`config.mk`:
```
export PLATFORM = sky130hd
export DESIGN_NAME = ccp_unit
export DESIGN_NICKNAME = d
export VERILOG_FILES = /design/src/core/ccp_pkg.sv /design/src/core/ccp_timer.sv /design/src/core/ccp_unit.sv
export SDC_FILE = /design/constraint.sdc
export NUM_CORES = 1
export LEC_CHECK = 0
export BUFFER_PORTS_ARGS = -buffer_cell sky130_fd_sc_hd__buf_2
export CAP_MARGIN = 20
export CELL_PAD_IN_SITES_DETAIL_PLACEMENT = 1
export CELL_PAD_IN_SITES_GLOBAL_PLACEMENT = 1
export CORE_MARGIN = 2
export CORE_UTILIZATION = 40
export CTS_CLUSTER_DIAMETER = 40
export CTS_CLUSTER_SIZE = 24
export DETAILED_ROUTE_END_ITERATION = 8
export GPL_TIMING_DRIVEN = 0
export PLACE_DENSITY = 0.72
export REMOVE_ABC_BUFFERS = 1
export SLEW_MARGIN = 40
export SYNTH_ARGS = -nofsm -noshare
export SYNTH_HDL_FRONTEND = slang
export SYNTH_SLANG_ARGS = --single-unit
```
`constraint.sdc`:
```
create_clock -name i_mclk -period 7.55 [get_ports i_mclk]
set_input_delay 1.8875 -clock i_mclk [delete_from_list [all_inputs] [get_ports i_mclk]]
set_output_delay 1.8875 -clock i_mclk [all_outputs]
set_load 0.005 [all_outputs]
```
`src/core/ccp_pkg.sv`:
```
// Shared constants and types of the capture, compare and PWM unit.
// Assumes a 32-bit Avalon-MM slave bus with byte addresses.
package ccp_pkg;

  localparam int CCP_TW = 16;

  localparam logic [4:0] CCP_OFF_CTRL   = 5'h00;
  localparam logic [4:0] CCP_OFF_TOP    = 5'h04;
  localparam logic [4:0] CCP_OFF_TRUN   = 5'h08;
  localparam logic [4:0] CCP_OFF_CCV    = 5'h0C;
  localparam logic [4:0] CCP_OFF_STATUS = 5'h10;
  localparam logic [4:0] CCP_OFF_MASK   = 5'h14;
  localparam logic [4:0] CCP_OFF_STATE  = 5'h18;

  localparam int CCP_ST_CMP   = 0;
  localparam int CCP_ST_CAP   = 1;
  localparam int CCP_ST_FAULT = 2;
  localparam int CCP_ST_W     = 3;

  localparam int CCP_CTRL_W  = 13;
  localparam int CCP_TOP_B_LSB = 16;

  localparam logic [CCP_CTRL_W-1:0] CCP_CTRL_RST = 13'h0000;
  localparam logic [31:0]           CCP_TOP_RST  = 32'hFFFFFFFF;
  localparam logic [1:0]            CCP_TRUN_RST = 2'h0;
  localparam logic [CCP_TW-1:0]     CCP_CCV_RST  = 16'h0000;
  localparam logic [CCP_ST_W-1:0]   CCP_ST_RST   = 3'h0;

  localparam int CCP_DIV4  = 4;
  localparam int CCP_DIV16 = 16;
  localparam logic [3:0] CCP_PRE4_LAST  = 4'h3;
  localparam logic [3:0] CCP_PRE16_LAST = 4'hF;

  typedef enum logic [2:0] {
    CCP_MODE_OFF,
    CCP_MODE_CAPTURE,
    CCP_MODE_CMP_SET,
    CCP_MODE_CMP_TOGGLE,
    CCP_MODE_PWM_SINGLE,
    CCP_MODE_PWM_DUAL
  } ccp_mode_type;

  typedef enum logic [1:0] {
    CCP_EDGE_RISE,
    CCP_EDGE_FALL,
    CCP_EDGE_RISE4,
    CCP_EDGE_RISE16
  } ccp_edge_type;

  typedef struct packed {
    logic         evout_en;
    logic         dma_en;
    logic         cap_src;
    logic [1:0]   cap_per_irq;
    ccp_edge_type edge_sel;
    logic         init_level;
    ccp_mode_type mode;
    logic         tsel;
    logic         enable;
  } ccp_ctrl_type;

  typedef struct packed {
    logic             run;
    logic             dual;
    logic [CCP_TW-1:0] top;
  } ccp_tcfg_type;

endpackage

```
`src/core/ccp_timer.sv`:
```
// Free-running time base with single-slope or dual-slope counting.
// Assumes one clock domain; top of zero holds the count at zero.
`timescale 1ns/1ps
`default_nettype none
module ccp_timer (
  input  wire logic                      i_mclk,
  input  wire logic                      i_resetn,
  input  wire ccp_pkg::ccp_tcfg_type     i_cfg,
  output logic [ccp_pkg::CCP_TW-1:0]     o_count
);

  logic                       down;
  logic [ccp_pkg::CCP_TW-1:0] next_count;
  logic                       next_down;
  wire                        at_top  = (o_count >= i_cfg.top);
  wire                        at_zero = (o_count == '0);

  always_comb
  begin
    next_count = o_count;
    next_down  = down;
    if (i_cfg.run)
    begin
      if (!i_cfg.dual)
      begin
        next_down  = 1'b0;
        next_count = at_top ? '0 : o_count + 1'b1;
      end
      else if (i_cfg.top == '0)
      begin
        next_count = '0;
      end
      else if (down)
      begin
        next_down  = !at_zero;
        next_count = at_zero ? o_count + 1'b1 : o_count - 1'b1;
      end
      else
      begin
        next_down  = at_top;
        next_count = at_top ? o_count - 1'b1 : o_count + 1'b1;
      end
    end
  end

  always_ff @(posedge i_mclk)
  begin
    if (!i_resetn)
    begin
      o_count <= '0;
      down    <= 1'b0;
    end
    else
    begin
      o_count <= next_count;
      down    <= next_down;
    end
  end

endmodule // ccp_timer
`default_nettype wire

```
`src/core/ccp_unit.sv`:
```
// Capture, compare and PWM channel with two time bases and an Avalon-MM slave.
// Assumes pins and the routed event are synchronous to i_mclk.
// Behaviour
// Capture on rise, fall, 4th or 16th rise
// Channel picks one of two timers
// Software sets compare pin level before match
// Match sets active level or toggles pin
// Every compare match sets compare flag
// Counter compared with channel value every clock
// Match may request DMA, interrupt, event output
// Waveform mode: compare shapes period or width
// Period, width and routed event capture
// Captures per interrupt selectable by software
// Each channel drives exactly one pin
// Either fault input stops PWM pulses
// Single-slope: top is period, value duty
// Dual-slope counts up to top, down to zero
// Timer copied to capture register, then flag
// Reset: disabled, idle pin, flags clear
//
// Chosen here: register access over Avalon-MM and the placing of the registers.
`timescale 1ns/1ps
`default_nettype none
module ccp_unit (
  input  wire logic        i_mclk,
  input  wire logic        i_resetn,
  input  wire logic [4:0]  i_avs_address,
  input  wire logic        i_avs_read,
  input  wire logic        i_avs_write,
  input  wire logic [31:0] i_avs_writedata,
  input  wire logic [3:0]  i_avs_byteenable,
  output logic [31:0]      o_avs_readdata,
  output logic             o_avs_waitrequest,
  input  wire logic        i_capture_input_pin,
  input  wire logic        i_capture_event,
  input  wire logic        i_fault_input_a,
  input  wire logic        i_fault_input_b,
  output logic             o_compare_output_pin,
  output logic             o_dma_req,
  output logic             o_event_out,
  output logic             o_irq
);

  function automatic logic [31:0] be_merge(input logic [31:0] old_v, input logic [31:0] new_v,
                                           input logic [3:0] be);
    logic [31:0] r;
    r = old_v;
    for (int i = 0; i < 4; i++)
    begin
      if (be[i])
        r[i*8 +: 8] = new_v[i*8 +: 8];
    end
    return r;
  endfunction

  ccp_pkg::ccp_ctrl_type          ctrl;
  logic [31:0]                    tops;
  logic [1:0]                     trun;
  logic [ccp_pkg::CCP_TW-1:0]     ccv;
  logic [ccp_pkg::CCP_TW-1:0]     cap_reg;
  logic [ccp_pkg::CCP_ST_W-1:0]   status;
  logic [ccp_pkg::CCP_ST_W-1:0]   mask;
  logic                           ack;
  logic                           pin_q;
  logic                           evt_q;
  logic [3:0]                     pre_cnt;
  logic [1:0]                     cap_cnt;
  logic                           cap_done;
  logic [ccp_pkg::CCP_TW-1:0]     cnt_a;
  logic [ccp_pkg::CCP_TW-1:0]     cnt_b;
  logic                           next_pin;
  logic                           cmp_seen;

  // Every access gets one wait cycle, so read data can come from a flop
  wire acc     = (i_avs_read | i_avs_write) & ~ack;
  wire do_wr   = i_avs_write & ack;
  wire do_rd   = i_avs_read & ~ack;
  wire wr_ctrl = do_wr & (i_avs_address == ccp_pkg::CCP_OFF_CTRL);
  wire wr_top  = do_wr & (i_avs_address == ccp_pkg::CCP_OFF_TOP);
  wire wr_trun = do_wr & (i_avs_address == ccp_pkg::CCP_OFF_TRUN);
  wire wr_ccv  = do_wr & (i_avs_address == ccp_pkg::CCP_OFF_CCV);
  wire wr_st   = do_wr & (i_avs_address == ccp_pkg::CCP_OFF_STATUS);
  wire wr_mask = do_wr & (i_avs_address == ccp_pkg::CCP_OFF_MASK);
  wire [31:0] wdat = i_avs_writedata;

  assign o_avs_waitrequest = acc;

  // Two time bases; only the selected one follows the channel's slope mode
  wire dual_mode = ctrl.enable & (ctrl.mode == ccp_pkg::CCP_MODE_PWM_DUAL);
  ccp_pkg::ccp_tcfg_type cfg_a;
  ccp_pkg::ccp_tcfg_type cfg_b;
  assign cfg_a = '{run: trun[0], dual: dual_mode & ~ctrl.tsel, top: tops[ccp_pkg::CCP_TW-1:0]};
  assign cfg_b = '{run: trun[1], dual: dual_mode & ctrl.tsel,
                   top: tops[ccp_pkg::CCP_TOP_B_LSB +: ccp_pkg::CCP_TW]};

  ccp_timer u_timer_a (
    .i_mclk   (i_mclk),
    .i_resetn (i_resetn),
    .i_cfg    (cfg_a),
    .o_count  (cnt_a)
  );

  ccp_timer u_timer_b (
    .i_mclk   (i_mclk),
    .i_resetn (i_resetn),
    .i_cfg    (cfg_b),
    .o_count  (cnt_b)
  );

  wire [ccp_pkg::CCP_TW-1:0] tbase = ctrl.tsel ? cnt_b : cnt_a;

  // Capture edge qualification
  wire is_cap   = ctrl.enable & (ctrl.mode == ccp_pkg::CCP_MODE_CAPTURE);
  wire src_now  = ctrl.cap_src ? i_capture_event : i_capture_input_pin;
  wire src_prev = ctrl.cap_src ? evt_q : pin_q;
  wire rise     = src_now & ~src_prev;
  wire fall     = ~src_now & src_prev;
  wire pre_last = (ctrl.edge_sel == ccp_pkg::CCP_EDGE_RISE4) ? (pre_cnt[1:0] == ccp_pkg::CCP_PRE4_LAST[1:0])
                                                             : (pre_cnt == ccp_pkg::CCP_PRE16_LAST);
  wire cap_evt  = is_cap & ((ctrl.edge_sel == ccp_pkg::CCP_EDGE_RISE) ? rise :
                            (ctrl.edge_sel == ccp_pkg::CCP_EDGE_FALL) ? fall :
                            (rise & pre_last));
  wire cap_full = (cap_cnt == ctrl.cap_per_irq);

  // Compare and waveform
  wire is_cmp   = ctrl.enable & ((ctrl.mode == ccp_pkg::CCP_MODE_CMP_SET) |
                                 (ctrl.mode == ccp_pkg::CCP_MODE_CMP_TOGGLE));
  wire is_pwm   = ctrl.enable & ((ctrl.mode == ccp_pkg::CCP_MODE_PWM_SINGLE) | dual_mode);
  wire match    = (is_cmp | is_pwm) & (tbase == ccv);
  wire fault_in = is_pwm & (i_fault_input_a | i_fault_input_b);
  // Width set by value, period by the timer top
  wire pwm_lvl  = (tbase < ccv) ? ~ctrl.init_level : ctrl.init_level;

  always_comb
  begin
    next_pin = o_compare_output_pin;
    if (!(is_cmp | is_pwm))
      next_pin = ctrl.init_level;
    else if (is_pwm)
      next_pin = (status[ccp_pkg::CCP_ST_FAULT] | fault_in) ? ctrl.init_level : pwm_lvl;
    else if (match)
      next_pin = (ctrl.mode == ccp_pkg::CCP_MODE_CMP_TOGGLE) ? ~o_compare_output_pin
                                                               : ~ctrl.init_level;
    else if (!cmp_seen)
      next_pin = ctrl.init_level;
  end

  // Set wins over a write-one clear in the same cycle
  wire [ccp_pkg::CCP_ST_W-1:0] st_set = {fault_in, cap_done, match};
  wire [ccp_pkg::CCP_ST_W-1:0] st_clr = wr_st ? wdat[ccp_pkg::CCP_ST_W-1:0] : '0;

  wire [31:0] rd_mux =
    (i_avs_address == ccp_pkg::CCP_OFF_CTRL)   ? {19'h00000, ctrl} :
    (i_avs_address == ccp_pkg::CCP_OFF_TOP)    ? tops :
    (i_avs_address == ccp_pkg::CCP_OFF_TRUN)   ? {30'h00000000, trun} :
    (i_avs_address == ccp_pkg::CCP_OFF_CCV)    ? {cap_reg, ccv} :
    (i_avs_address == ccp_pkg::CCP_OFF_STATUS) ? {29'h00000000, status} :
    (i_avs_address == ccp_pkg::CCP_OFF_MASK)   ? {29'h00000000, mask} :
    (i_avs_address == ccp_pkg::CCP_OFF_STATE)  ? {tbase, 13'h0000, cap_cnt, o_compare_output_pin} :
    32'h00000000;

  wire [31:0] ctrl_w = be_merge({19'h00000, ctrl}, wdat, i_avs_byteenable);
  wire [31:0] ccv_w  = be_merge({16'h0000, ccv}, wdat, i_avs_byteenable);

  always_ff @(posedge i_mclk)
  begin
    if (!i_resetn)
    begin
      ack            <= 1'b0;
      o_avs_readdata <= 32'h00000000;
    end
    else
    begin
      ack <= acc;
      if (do_rd)
        o_avs_readdata <= rd_mux;
    end
  end

  always_ff @(posedge i_mclk)
  begin
    if (!i_resetn)
    begin
      ctrl <= ccp_pkg::CCP_CTRL_RST;
      tops <= ccp_pkg::CCP_TOP_RST;
      trun <= ccp_pkg::CCP_TRUN_RST;
      ccv  <= ccp_pkg::CCP_CCV_RST;
      mask <= ccp_pkg::CCP_ST_RST;
    end
    else
    begin
      if (wr_ctrl)
        ctrl <= ccp_pkg::ccp_ctrl_type'(ctrl_w[ccp_pkg::CCP_CTRL_W-1:0]);
      if (wr_top)
        tops <= be_merge(tops, wdat, i_avs_byteenable);
      if (wr_trun & i_avs_byteenable[0])
        trun <= wdat[1:0];
      if (wr_ccv)
        ccv <= ccv_w[ccp_pkg::CCP_TW-1:0];
      if (wr_mask & i_avs_byteenable[0])
        mask <= wdat[ccp_pkg::CCP_ST_W-1:0];
    end
  end

  always_ff @(posedge i_mclk)
  begin
    if (!i_resetn)
    begin
      status               <= ccp_pkg::CCP_ST_RST;
      pin_q                <= 1'b0;
      evt_q                <= 1'b0;
      pre_cnt              <= 4'h0;
      cap_cnt              <= 2'h0;
      cap_done             <= 1'b0;
      cmp_seen             <= 1'b0;
      cap_reg              <= '0;
      o_compare_output_pin <= 1'b0;
      o_dma_req            <= 1'b0;
      o_event_out          <= 1'b0;
    end
    else
    begin
      status               <= (status & ~st_clr) | st_set;
      pin_q                <= i_capture_input_pin;
      evt_q                <= i_capture_event;
      o_compare_output_pin <= next_pin;
      o_dma_req            <= match & ctrl.dma_en;
      o_event_out          <= match & ctrl.evout_en;
      cap_done             <= cap_evt & cap_full;
      // Pin keeps its initial level until the first match of a compare run
      cmp_seen             <= is_cmp & (cmp_seen | match);
      if (!is_cap)
      begin
        pre_cnt <= 4'h0;
        cap_cnt <= 2'h0;
      end
      else
      begin
        if (rise)
          pre_cnt <= pre_cnt + 4'h1;
        if (cap_evt)
        begin
          cap_reg <= tbase;
          cap_cnt <= cap_full ? 2'h0 : cap_cnt + 2'h1;
        end
      end
    end
  end

  assign o_irq = |(status & mask);

  a_cmp_flag_set: assert property (@(posedge i_mclk) disable iff (!i_resetn)
    match |=> status[ccp_pkg::CCP_ST_CMP]) else $error("compare match did not set flag");

  a_cap_copy: assert property (@(posedge i_mclk) disable iff (!i_resetn)
    cap_evt |=> (cap_reg == $past(tbase))) else $error("capture register missed timer value");

  a_cap_flag_after: assert property (@(posedge i_mclk) disable iff (!i_resetn)
    (cap_evt & cap_full) |=> cap_done ##1 status[ccp_pkg::CCP_ST_CAP])
    else $error("capture flag not raised after count");

  a_toggle_pin: assert property (@(posedge i_mclk) disable iff (!i_resetn)
    (match & is_cmp & (ctrl.mode == ccp_pkg::CCP_MODE_CMP_TOGGLE))
    |=> (o_compare_output_pin != $past(o_compare_output_pin))) else $error("toggle on match failed");

  a_idle_level: assert property (@(posedge i_mclk) disable iff (!i_resetn)
    !(is_cmp | is_pwm) |=> (o_compare_output_pin == $past(ctrl.init_level)))
    else $error("pin not at initial level");

  a_fault_stop: assert property (@(posedge i_mclk) disable iff (!i_resetn)
    fault_in |=> (o_compare_output_pin == $past(ctrl.init_level)) && status[ccp_pkg::CCP_ST_FAULT])
    else $error("fault did not stop pulses");

  a_dma_event: assert property (@(posedge i_mclk) disable iff (!i_resetn)
    $rose(o_dma_req) |-> $past(match) && $past(ctrl.dma_en)) else $error("stray dma request");

  a_pwm_duty: assert property (@(posedge i_mclk) disable iff (!i_resetn)
    (is_pwm & ~fault_in & ~status[ccp_pkg::CCP_ST_FAULT] & (tbase < ccv))
    |=> (o_compare_output_pin == ~$past(ctrl.init_level))) else $error("pwm duty level wrong");

  a_four_rises: assert property (@(posedge i_mclk) disable iff (!i_resetn)
    (cap_evt & (ctrl.edge_sel == ccp_pkg::CCP_EDGE_RISE4)) |-> (pre_cnt[1:0] == 2'h3))
    else $error("divide by four capture misplaced");

  a_bus_answer: assert property (@(posedge i_mclk) disable iff (!i_resetn)
    $rose(i_avs_read | i_avs_write) |-> o_avs_waitrequest ##1 !o_avs_waitrequest)
    else $error("bus answer not after one wait cycle");

  a_wait_single: assert property (@(posedge i_mclk) disable iff (!i_resetn)
    o_avs_waitrequest |=> !o_avs_waitrequest)
    else $error("more than one wait cycle");

  a_init_hold: assert property (@(posedge i_mclk) disable iff (!i_resetn)
    (is_cmp & ~cmp_seen & ~match) |=> (o_compare_output_pin == $past(ctrl.init_level)))
    else $error("compare pin left initial level early");

  a_set_level: assert property (@(posedge i_mclk) disable iff (!i_resetn)
    (match & is_cmp & (ctrl.mode == ccp_pkg::CCP_MODE_CMP_SET))
    |=> (o_compare_output_pin == ~$past(ctrl.init_level))) else $error("set on match failed");

  a_event_pulse: assert property (@(posedge i_mclk) disable iff (!i_resetn)
    (match & ctrl.evout_en) |=> o_event_out)
    else $error("event output missing after match");

  a_dma_pulse: assert property (@(posedge i_mclk) disable iff (!i_resetn)
    (match & ctrl.dma_en) |=> o_dma_req)
    else $error("dma request missing after match");

  a_timer_wrap: assert property (@(posedge i_mclk) disable iff (!i_resetn)
    (cfg_a.run & ~cfg_a.dual & (cnt_a >= cfg_a.top)) |=> (cnt_a == '0))
    else $error("single slope timer did not wrap at top");

  a_dual_turn: assert property (@(posedge i_mclk) disable iff (!i_resetn)
    (cfg_b.run & cfg_b.dual & (cnt_b == cfg_b.top) & (cfg_b.top != '0)) |=> (cnt_b == $past(cnt_b) - 1'b1))
    else $error("dual slope timer did not turn at top");

  a_fault_latch: assert property (@(posedge i_mclk) disable iff (!i_resetn)
    (is_pwm & status[ccp_pkg::CCP_ST_FAULT]) |=> (o_compare_output_pin == $past(ctrl.init_level)))
    else $error("latched fault let pulses through");

  a_cap_hold: assert property (@(posedge i_mclk) disable iff (!i_resetn)
    ~cap_evt |=> (cap_reg == $past(cap_reg)))
    else $error("capture register changed without event");

  a_mode_exit: assert property (@(posedge i_mclk) disable iff (!i_resetn)
    ~is_cap |=> ((cap_cnt == 2'h0) && (pre_cnt == 4'h0)))
    else $error("capture counters not cleared outside capture");

  a_reset_idle: assert property (@(posedge i_mclk)
    ~i_resetn |=> ((status == '0) && ~o_compare_output_pin && ~o_dma_req && ~o_event_out))
    else $error("outputs not idle after reset");

  a_rise16: assert property (@(posedge i_mclk) disable iff (!i_resetn)
    (cap_evt & (ctrl.edge_sel == ccp_pkg::CCP_EDGE_RISE16)) |-> (pre_cnt == 4'hF))
    else $error("divide by sixteen capture misplaced");

  a_fall_edge: assert property (@(posedge i_mclk) disable iff (!i_resetn)
    (cap_evt & (ctrl.edge_sel == ccp_pkg::CCP_EDGE_FALL)) |-> (src_prev & ~src_now))
    else $error("falling edge capture without fall");

  a_flag_clear: assert property (@(posedge i_mclk) disable iff (!i_resetn)
    (wr_st & wdat[ccp_pkg::CCP_ST_CMP] & ~match) |=> ~status[ccp_pkg::CCP_ST_CMP])
    else $error("compare flag not cleared by write");

endmodule // ccp_unit
`default_nettype wire

```
==> impl_metrics.py, run 1 <==
metrics = {
    "outcome": {
        "status": "completed",
    },
    "placement": {
        "dp.final_hpwl_mm": 24.5,
        "place_ws_ps": 3100,
        "io_buffers": 85,
        "gp_congestion": 0.871,
    },
    "worst_setup_path": {
        "reg2reg_to": "u_timer_b.o_count[10]",
        "critPathKind": "input port to output port",
        "cp_max_fo": 8,
        "critPathMaxStageDelay_ps": 150,
        "worstSetupEndpointType": "output port",
        "critPathLaunchType": "input port",
        "r2r-start": "u_timer_b.o_count[0]",
        "r2r_cells": 9,
        "arrival_ps": 2380,
        "worstPathRequired_ps": 5660,
        "cpMaxStageDelayCell": "buf_2",
        "cp_cell_sequence": "buf_2 > nor2_1 > nor2_1 > buf_2",
        "rrSetupSlack_ps": 3730,
    },
    "final_layout": {
        "drive_gt1_frac": 0.137,
        "nNetsFinal": 1349,
        "fin_util": 0.461,
        "num_antenna_cells": 0,
        "syn2layout_area_growth_pct": 13.7,
        "reg_top3": "o_avs_readdata x32, tops x32",
        "final.fill_count": 2951,
    },
    "clocking": {
        "clk_latency_ps": 440,
        "cts_made_buffers": 17,
        "clkTransAtPathRegs_ps": 80,
        "htreeDepth": 4,
        "cts_tree": "done",
        "cts.path.max_buffers": 2,
        "cts_num_sinks": 165,
        "cts_resized": 0,
        "post-cts-setup-buffers": 0,
        "cts_root_buf": "clkbuf_16",
        "holdBufCountCts": 0,
    },
    "timing": {
        "finalHoldViolCount": 0,
        "rsz0062_at_grt": "no",
        "report.final.slew_viol_count": 0,
        "skew_ps": 14.3,
        "timing.fmax_ghz": 0.235,
        "fin_crit_sh": 0.565,
        "tightest_slew_ps": 779,
        "period_needed_ps": 4260,
        "slew_headroom": 0.480,
        "fin_ws_ps": 3290,
        "setup_viol": 0,
        "setup_tns_ps": 0,
    },
    "logic_synthesis": {
        "synth_top_area_share": 0.337,
        "synthesis.area_mm2": 0.00980,
        "yosysTopAreaCell": "dfxtp_1",
        "yosysSeqAreaShare": 0.337,
        "synth_top_family_by_area": "simple AND/OR/NAND/NOR gates",
        "synth-edff-count": 0,
        "syn_inst": 1212,
        "avgSynthCellArea_um2": 8.09,
        "synth_fa_ha_area_frac": 0.0702,
        "synth-xor-area-share": 0.0179,
        "synthSimpleGateAreaFrac": 0.232,
        "yosys_register_bits": 165,
        "ys_types": 75,
        "yosysMostFrequentCell": "dfxtp_1",
        "synthTopCellsByArea": "dfxtp_1, ha_1, mux2i_1",
        "synthMuxAreaShare": 0.0849,
        "synth-async-reset-ratio": 0,
        "synth_compound_area_frac": 0.201,
        "ys_warn_count": 0,
        "synthTopCellsByCount": "dfxtp_1, nor2_1, nand2_1, clkbuf_1, inv_1",
        "synthFlopType": "dfxtp_1",
    },
    "drt": {
        "dr.pass1.iters": 6,
        "drt_wl_total_mm": 33.8,
        "drtIter0Drc": 757,
        "drcViolationCount": 0,
        "drt-vias-per-instance": 6.01,
        "wl_per_cell_um": 21.4,
        "ant_nets": 0,
        "via_count": 9509,
    },
    "global_routing": {
        "grt_pass1_vias": 9461,
        "grt_max_degree": 60,
        "antenna_found_initial": 0,
        "grt_pass1_wl_mm": 53.7,
        "grt_overflow": 0,
        "grt_usage": 0.263,
    },
    "pwr": {
        "p_comb_frac": 0.071,
        "p_int_mw": 1.39,
        "p_per_area_mw_per_mm2": 172,
        "total_power_mw": 1.92,
        "ir_worst_vdd_mv": 0.124,
        "switching_share": 0.277,
        "p_seq_frac": 0.468,
        "leakage_nw": 4.65,
        "pwr-share-clk": 0.461,
        "power.switching_uw": 532,
    },
    "die": {
        "die_w_um": 161,
        "coreArea_mm2": 0.0242,
        "start_util": 0.405,
        "dieArea_mm2": 0.0258,
        "die-height_um": 161,
        "num_rows": 57,
        "io_pins": 86,
    },
    "min_path": {
        "min_to": "status[1]",
        "min_path_type": "flip-flop to flip-flop",
        "hold_start": "cap_done",
        "hold_depth": 2,
    },
    "flow_run": {
        "maxCapViolCount": 0,
    },
}
-- layout make-up --
cell class,count,area [um2],share of cell area
multi-input combinational,900,6020,0.540
sequential,165,3310,0.296
timing repair buffer,95,573,0.0514
clock buffer,18,439,0.0394
tap,324,405,0.0364
inverter,66,255,0.0229
clock inverter,14,151,0.0136
-- power groups by stage --
| stage | Combinational [mW] | Sequential [mW] | Clock, mW |
|---|---|---|---|
| floorplan | 0.0661 | 0.914 | 0 |
| global placement | 0.126 | 0.918 | 0 |
| detailed placement | 0.136 | 0.918 | 0 |
| CTS | 0.136 | 0.898 | 0.899 |
| global route | 0.149 | 0.900 | 0.935 |
| finish | 0.136 | 0.898 | 0.886 |
-- critical path, delay by kind of cell --
kind | cells | cell delay [ps]
buffers and inverters | 2 | 290
AND/OR/NAND/NOR | 2 | 200
-- through the flow --
| step | hold slack (ps) | std cells | area [um2] |
|---|---|---|---|
| after floorplan | 413 | 1131 | 9490 |
| after global placement | 441 | 1540 | 10300 |
| after detailed placement | 452 | 1549 | 10500 |
| after CTS | 472 | 1581 | 11100 |
| after global routing | 496 | 1582 | 11100 |
| final | 472 | 1582 | 11100 |
-- kinds of logic (layout without fill, tap and decap cells) --
group                    after synthesis  after routing
AND/OR/NAND/NOR                      468            468
adder cells (fa/ha/maj)               55             55
multiplexers                          81             81
XOR/XNOR                              20             20
flip-flops                           165            165
AO/OA/AOI/OAI                        276            276
buffers and inverters                147            193
-- layer usage --
layer,up-vias,global-route usage,wire length (um)
li1,4490,-,-
met1,4752,0.365,15900
met2,234,0.438,15800
met3,33,0.0284,1550
met4,0,0.0659,563
met5,-,0,0
-- worst max path at each step --
stage	start	end	slack, ps	cells past startpoint
2_1_floorplan	i_capture_event	cap_cnt[1]	2840	7
3_3_place_gp	i_avs_address[1]	tops[24]	740	6
3_5_place_dp	i_avs_address[1]	tops[24]	3100	7
4_1_cts	i_avs_write	o_avs_waitrequest	3280	4
5_1_grt	i_avs_write	o_avs_waitrequest	3210	4
6_report	i_avs_write	o_avs_waitrequest	3290	4
-- cell usage in the layout, fill, tap and decap left out, drive strengths merged, types with 8 or more instances in the layout --
cell      n
o211ai   41
and2     16
and3     15
xor2     13
a222oi   18
a31oi    12
a22o      8
o21ai    48
nand3    43
dfxtp   165
nand4    20
a211oi   22
or4       8
nor3     29
nand2b   11
a221oi   11
nand2   126
inv      74
a22oi    15
buf      95
nor2    140
nor4     21
mux2     17
a21oi    44
mux2i    64
ha       55
clkbuf   18
o21a      8
(Power assumes the default switching activity.)
==> run 2, diff against run 1 <==
--- a/config.mk
+++ b/config.mk
@@ -15,7 +15,7 @@
 export CTS_CLUSTER_SIZE = 24
 export DETAILED_ROUTE_END_ITERATION = 8
 export GPL_TIMING_DRIVEN = 0
-export PLACE_DENSITY = 0.72
+export PLACE_DENSITY = 0.75
 export REMOVE_ABC_BUFFERS = 1
 export SLEW_MARGIN = 40
 export SYNTH_ARGS = -nofsm -noshare
==> constraint.sdc (replaced) <==
create_clock -name i_mclk -period 3.46 [get_ports i_mclk]
set_input_delay 0.865 -clock i_mclk [delete_from_list [all_inputs] [get_ports i_mclk]]
set_output_delay 0.865 -clock i_mclk [all_outputs]
set_load 0.005 [all_outputs]
==> run 2 against run 1 <==
Effect of this change: wire length up 1.2%; cell count about the same; combinational power is 120% higher; non-clock buffer count grew 1; clock-buffer cell count shrank 1.
==> impl_metrics.py, run 2 (synthesis gave the netlist of run 1 again) <==
metrics = {
    "worst_setup_path": {
        "cpMaxStageDelayCell": "or4_1",
        "cp_cell_sequence": "ha_1 > a21oi_1 > nor3_1 > or4_1 > or4_1 > nand2_1 > o221ai_1 > o221a_2",
        "critPathMaxStageDelay_ps": 730,
        "worstSetupEndpointType": "flip-flop",
        "critPathLaunchType": "flip-flop",
        "crit_top_cell": "or4_1",
        "arrival_ps": 3660,
        "worstPathRequired_ps": 3790,
        "cp_max_fo": 12,
        "critPathKind": "flip-flop to flip-flop",
        "r2r_cells": 8,
    },
    "final_layout": {
        "design_area_mm2": 0.0112,
        "layout_common_cells": "dfxtp_1, nor2_1, nand2_1, buf_2, inv_1",
        "nNetsFinal": 1350,
        "drive_gt1_frac": 0.139,
        "final.fill_count": 2941,
        "num_antenna_cells": 0,
        "final_common_cell": "dfxtp_1",
        "syn2layout_area_growth_pct": 13.9,
        "reg_top3": "o_avs_readdata x32, tops x32",
        "fin_util": 0.462,
    },
    "placement": {
        "place_area_mm2": 0.0105,
        "io_buffers": 85,
        "dp.final_hpwl_mm": 24.6,
        "place_ws_ps": -306,
        "gp_congestion": 0.847,
    },
    "drt": {
        "drcViolationCount": 0,
        "ant_nets": 0,
        "drt_wl_total_mm": 34.2,
        "drtIter0Drc": 692,
        "wl_per_cell_um": 21.6,
        "via_count": 9574,
        "dr.pass1.iters": 7,
        "drt-vias-per-instance": 6.05,
    },
    "clocking": {
        "cts_num_sinks": 165,
        "cts.path.max_buffers": 2,
        "htreeDepth": 4,
        "cts_made_buffers": 17,
        "holdBufCountCts": 0,
        "cts_root_buf": "clkbuf_16",
        "clkTransAtPathRegs_ps": 80,
        "clk_latency_ps": 450,
        "cts_tree": "done",
    },
    "global_routing": {
        "met2_usage": 0.441,
        "grt_usage": 0.264,
        "grt_max_degree": 75,
        "busiest_layer": "met2",
        "grt_pass1_wl_mm": 53.4,
        "grt_overflow": 0,
        "antenna_found_initial": 0,
        "grt_pass1_vias": 9670,
        "met3_usage": 0.0452,
        "gr-usage-met1": 0.341,
    },
    "min_path": {
        "hold_depth": 2,
        "min_path_type": "flip-flop to flip-flop",
    },
    "timing": {
        "report.final.slew_viol_count": 0,
        "tightest_slew_ps": 894,
        "hold_ws_ps": 463,
        "slew_headroom": 0.399,
        "timing.fmax_ghz": 0.300,
        "setup_viol": 0,
        "fin_crit_sh": 0.962,
        "finalHoldViolCount": 0,
        "period_needed_ps": 3330,
        "skew_ps": 18.8,
        "rsz0062_at_grt": "no",
        "fin_ws_ps": 131,
    },
    "pwr": {
        "leakage_nw": 4.65,
        "ir_worst_vdd_mv": 0.264,
        "p_per_area_mw_per_mm2": 379,
    },
    "die": {
        "io_pins": 86,
        "dieArea_mm2": 0.0258,
        "num_rows": 57,
        "coreArea_mm2": 0.0242,
        "start_util": 0.405,
        "die-height_um": 161,
        "die_w_um": 161,
    },
    "outcome": {
        "status": "completed",
    },
    "flow_run": {
        "maxCapViolCount": 0,
    },
}
-- run 2: per-layer routing --
layer  up-vias  part of all wire
met3        59             0.053
met1      4734              0.44
met5         -                 0
met2       286              0.47
li1       4495                 -
met4         0             0.030
-- run 2: worst max-delay path: cells and delay by family (launching register included) --
kind	cells	cell delay, ps
simple gates	4	1640
flops	1	650
fa+ha+maj	1	340
compound gates	3	590
-- run 2: worst paths after layout --
kind	slack [ps]	from	endpoint
setup / recovery	130	u_timer_a.o_count[9]	u_timer_a.o_count[5]
hold / removal	460	ccv[2]	ccv[2]
setup reg to reg	130	u_timer_a.o_count[9]	u_timer_a.o_count[5]
hold reg to reg	460	ccv[2]	ccv[2]
-- run 2: layout make-up --
type                       instances  area (um2)  share of cell area
clock buffer                      17         425              0.0381
clock inverter                    15         185              0.0166
inverter                          66         255              0.0229
multi-input combinational        900        6030               0.540
sequential                       165        3310               0.296
tap                              324         405              0.0363
timing repair buffer              96         558              0.0500
-- run 2: report_power, final --
group / internal, mW / total [mW] / switching, mW
combinational: 0.112 / 0.296 / 0.184
sequential: 1.93 / 1.96 / 0.0347
clock: 0.980 / 1.97 / 0.993
total: 3.02 / 4.23 / 1.21
-- run 2: what timing repair did --
item                                    CTS  global route
hold endpoints to repair                  0             0
endpoints found under the setup margin   11             8
pin swaps                                 1             0
gates resized for setup                   2             2
buffers inserted                          3             0
-- run 2: through the flow --
stage | TNS, ps | instances | total power, mW
after floorplan | -6970 | 1131 | 2.14
after global placement | -183260 | 1540 | 2.28
after detailed placement | -2830 | 1548 | 2.30
after CTS | 0 | 1583 | 4.24
after global routing | 0 | 1583 | 4.36
final | 0 | 1583 | 4.23
==> run 3, diff against run 2 <==
--- a/config.mk
+++ b/config.mk
@@ -9,13 +9,12 @@
 export CAP_MARGIN = 20
 export CELL_PAD_IN_SITES_DETAIL_PLACEMENT = 1
 export CELL_PAD_IN_SITES_GLOBAL_PLACEMENT = 1
-export CORE_MARGIN = 2
 export CORE_UTILIZATION = 40
 export CTS_CLUSTER_DIAMETER = 40
 export CTS_CLUSTER_SIZE = 24
 export DETAILED_ROUTE_END_ITERATION = 8
 export GPL_TIMING_DRIVEN = 0
-export PLACE_DENSITY = 0.75
+export PLACE_DENSITY = 0.84
 export REMOVE_ABC_BUFFERS = 1
 export SLEW_MARGIN = 40
 export SYNTH_ARGS = -nofsm -noshare
==> run 3 against run 2 <==
Effect of this change: core utilization grew 0.78 points; total power grew 0.13%; highest routed layer unchanged; die area shrank 2.5%.
==> impl_metrics.py, run 3 (synthesis gave the netlist of run 1 again) <==
metrics = {
    "global_routing": {
        "grt_max_degree": 72,
        "grt_pass1_wl_mm": 54.7,
        "grt_usage": 0.284,
        "antenna_found_initial": 0,
        "grt_overflow": 0,
        "grt_pass1_vias": 9810,
    },
    "timing": {
        "fin_crit_sh": 0.945,
        "rsz0062_at_grt": "no",
        "report.final.slew_viol_count": 0,
        "skew_ps": 11.8,
        "tightest_slew_ps": 820,
        "setup_viol": 0,
        "slew_headroom": 0.449,
        "period_needed_ps": 3270,
        "timing.fmax_ghz": 0.306,
        "finalHoldViolCount": 0,
    },
    "drt": {
        "wirelength_met1_mm": 14.8,
        "wl_per_cell_um": 22.0,
        "drt_wl_total_mm": 34.7,
        "ant_nets": 0,
        "drcViolationCount": 0,
        "drt-vias-per-instance": 6.24,
        "dr.pass1.iters": 6,
        "top_layer": "met4",
        "drtIter0Drc": 955,
        "via_count": 9849,
        "met3_length_mm": 2.33,
        "wl_met2_mm": 16.6,
    },
    "pwr": {
        "switching_share": 0.271,
        "pwr-share-clk": 0.465,
        "power.switching_mw": 1.15,
        "p_int_mw": 3.09,
        "p_per_area_mw_per_mm2": 380,
        "p_seq_frac": 0.463,
        "ir_worst_vdd_mv": 0.206,
        "leakage_nw": 4.66,
        "p_comb_frac": 0.071,
    },
    "clocking": {
        "holdBufCountCts": 0,
        "htreeDepth": 4,
        "cts_num_sinks": 165,
        "clk_latency_ps": 450,
        "cts_root_buf": "clkbuf_16",
        "cts_made_buffers": 17,
        "cts.path.max_buffers": 2,
        "cts_tree": "done",
        "clkTransAtPathRegs_ps": 70,
    },
    "worst_setup_path": {
        "reg2reg_to": "u_timer_a.o_count[5]",
        "worstPathRequired_ps": 3800,
        "cp_max_fo": 12,
        "critPathKind": "flip-flop to flip-flop",
        "arrival_ps": 3610,
        "critPathLaunchType": "flip-flop",
        "rrSetupSlack_ps": 190,
        "worstSetupEndpointType": "flip-flop",
        "r2r_cells": 8,
        "r2r-start": "u_timer_a.o_count[10]",
    },
    "min_path": {
        "hold_start": "cap_done",
        "hold_depth": 2,
        "min_path_type": "flip-flop to flip-flop",
        "min_to": "status[1]",
    },
    "die": {
        "io_pins": 86,
        "num_rows": 56,
        "dieArea_mm2": 0.0251,
        "die-height_um": 159,
        "start_util": 0.413,
        "coreArea_mm2": 0.0238,
        "die_w_um": 159,
    },
    "placement": {
        "dp.final_hpwl_mm": 24.5,
        "gp_congestion": 0.961,
        "place_area_mm2": 0.0105,
        "io_buffers": 85,
    },
    "final_layout": {
        "nNetsFinal": 1350,
        "final_common_cell": "dfxtp_1",
        "drive_gt1_frac": 0.139,
        "num_antenna_cells": 0,
        "syn2layout_area_growth_pct": 13.8,
        "fin_util": 0.470,
        "reg_top3": "o_avs_readdata x32, tops x32",
        "design_area_mm2": 0.0112,
        "layout_common_cells": "dfxtp_1, nor2_1, nand2_1, buf_2, inv_1",
    },
    "outcome": {
        "status": "completed",
    },
    "flow_run": {
        "maxCapViolCount": 0,
    },
}
-- run 3: worst max path at each step --
stage | startpoint | to | slack (ps)
after global placement | i_avs_address[1] | o_avs_readdata[31] | -2170
after floorplan | i_capture_event | cap_cnt[1] | -230
after CTS | u_timer_b.o_count[0] | u_timer_b.o_count[14] | 80
final | u_timer_a.o_count[10] | u_timer_a.o_count[5] | 190
after detailed placement | u_timer_b.o_count[0] | u_timer_b.o_count[13] | -310
after global routing | i_avs_address[1] | tops[24] | 40
-- run 3: area by class of cell --
type,count,area (um2)
multi-input combinational,900,6020
fill,2857,12600
tap,319,399
timing repair buffer,96,568
clock inverter,14,165
sequential,165,3310
clock buffer,18,439
inverter,66,253
-- run 3: power by group through the flow --
stage               clock (mW)  sequential, mW  combinational, mW
floorplan                    0            1.99              0.144
global placement             0            2.00              0.272
detailed placement           0            2.00              0.297
CTS                       1.98            1.96              0.301
global route              2.06            1.96              0.328
finish                    1.97            1.96              0.302
-- run 3: per-layer routing --
layer  global-route usage  vias to the layer above
met3               0.0411                       77
met5                    0                        -
li1                     -                     4510
met1                0.368                     4864
met2                0.478                      398
met4                0.101                        0
-- run 3: critical path, stage by stage (launching register included) --
cell	delay [ps]
dfxtp_1	640
ha_1	330
nand2_1	90
nor3_1	70
or4_1	520
or4_1	730
nand2_1	350
o221ai_1	150
o221a_2	280
-- run 3: through the flow --
stage	total power, mW	setup WS (ps)	TNS, ps	hold slack (ps)	instances
after CTS	4.24	75.8	0	453	1578
after global routing	4.35	43.4	0	472	1578
final	4.23	190	0	443	1578
after floorplan	2.14	-226	-6970	413	1131
after global placement	2.27	-2170	-147570	421	1535
after detailed placement	2.30	-310	-3100	435	1543
-- run 3: timing repair --
action / 4_1_cts / 5_1_grt
pin swaps: 1 / 0
gates resized for setup: 1 / 5
endpoints found under the setup margin: 12 / 19
buffers inserted: 3 / 0
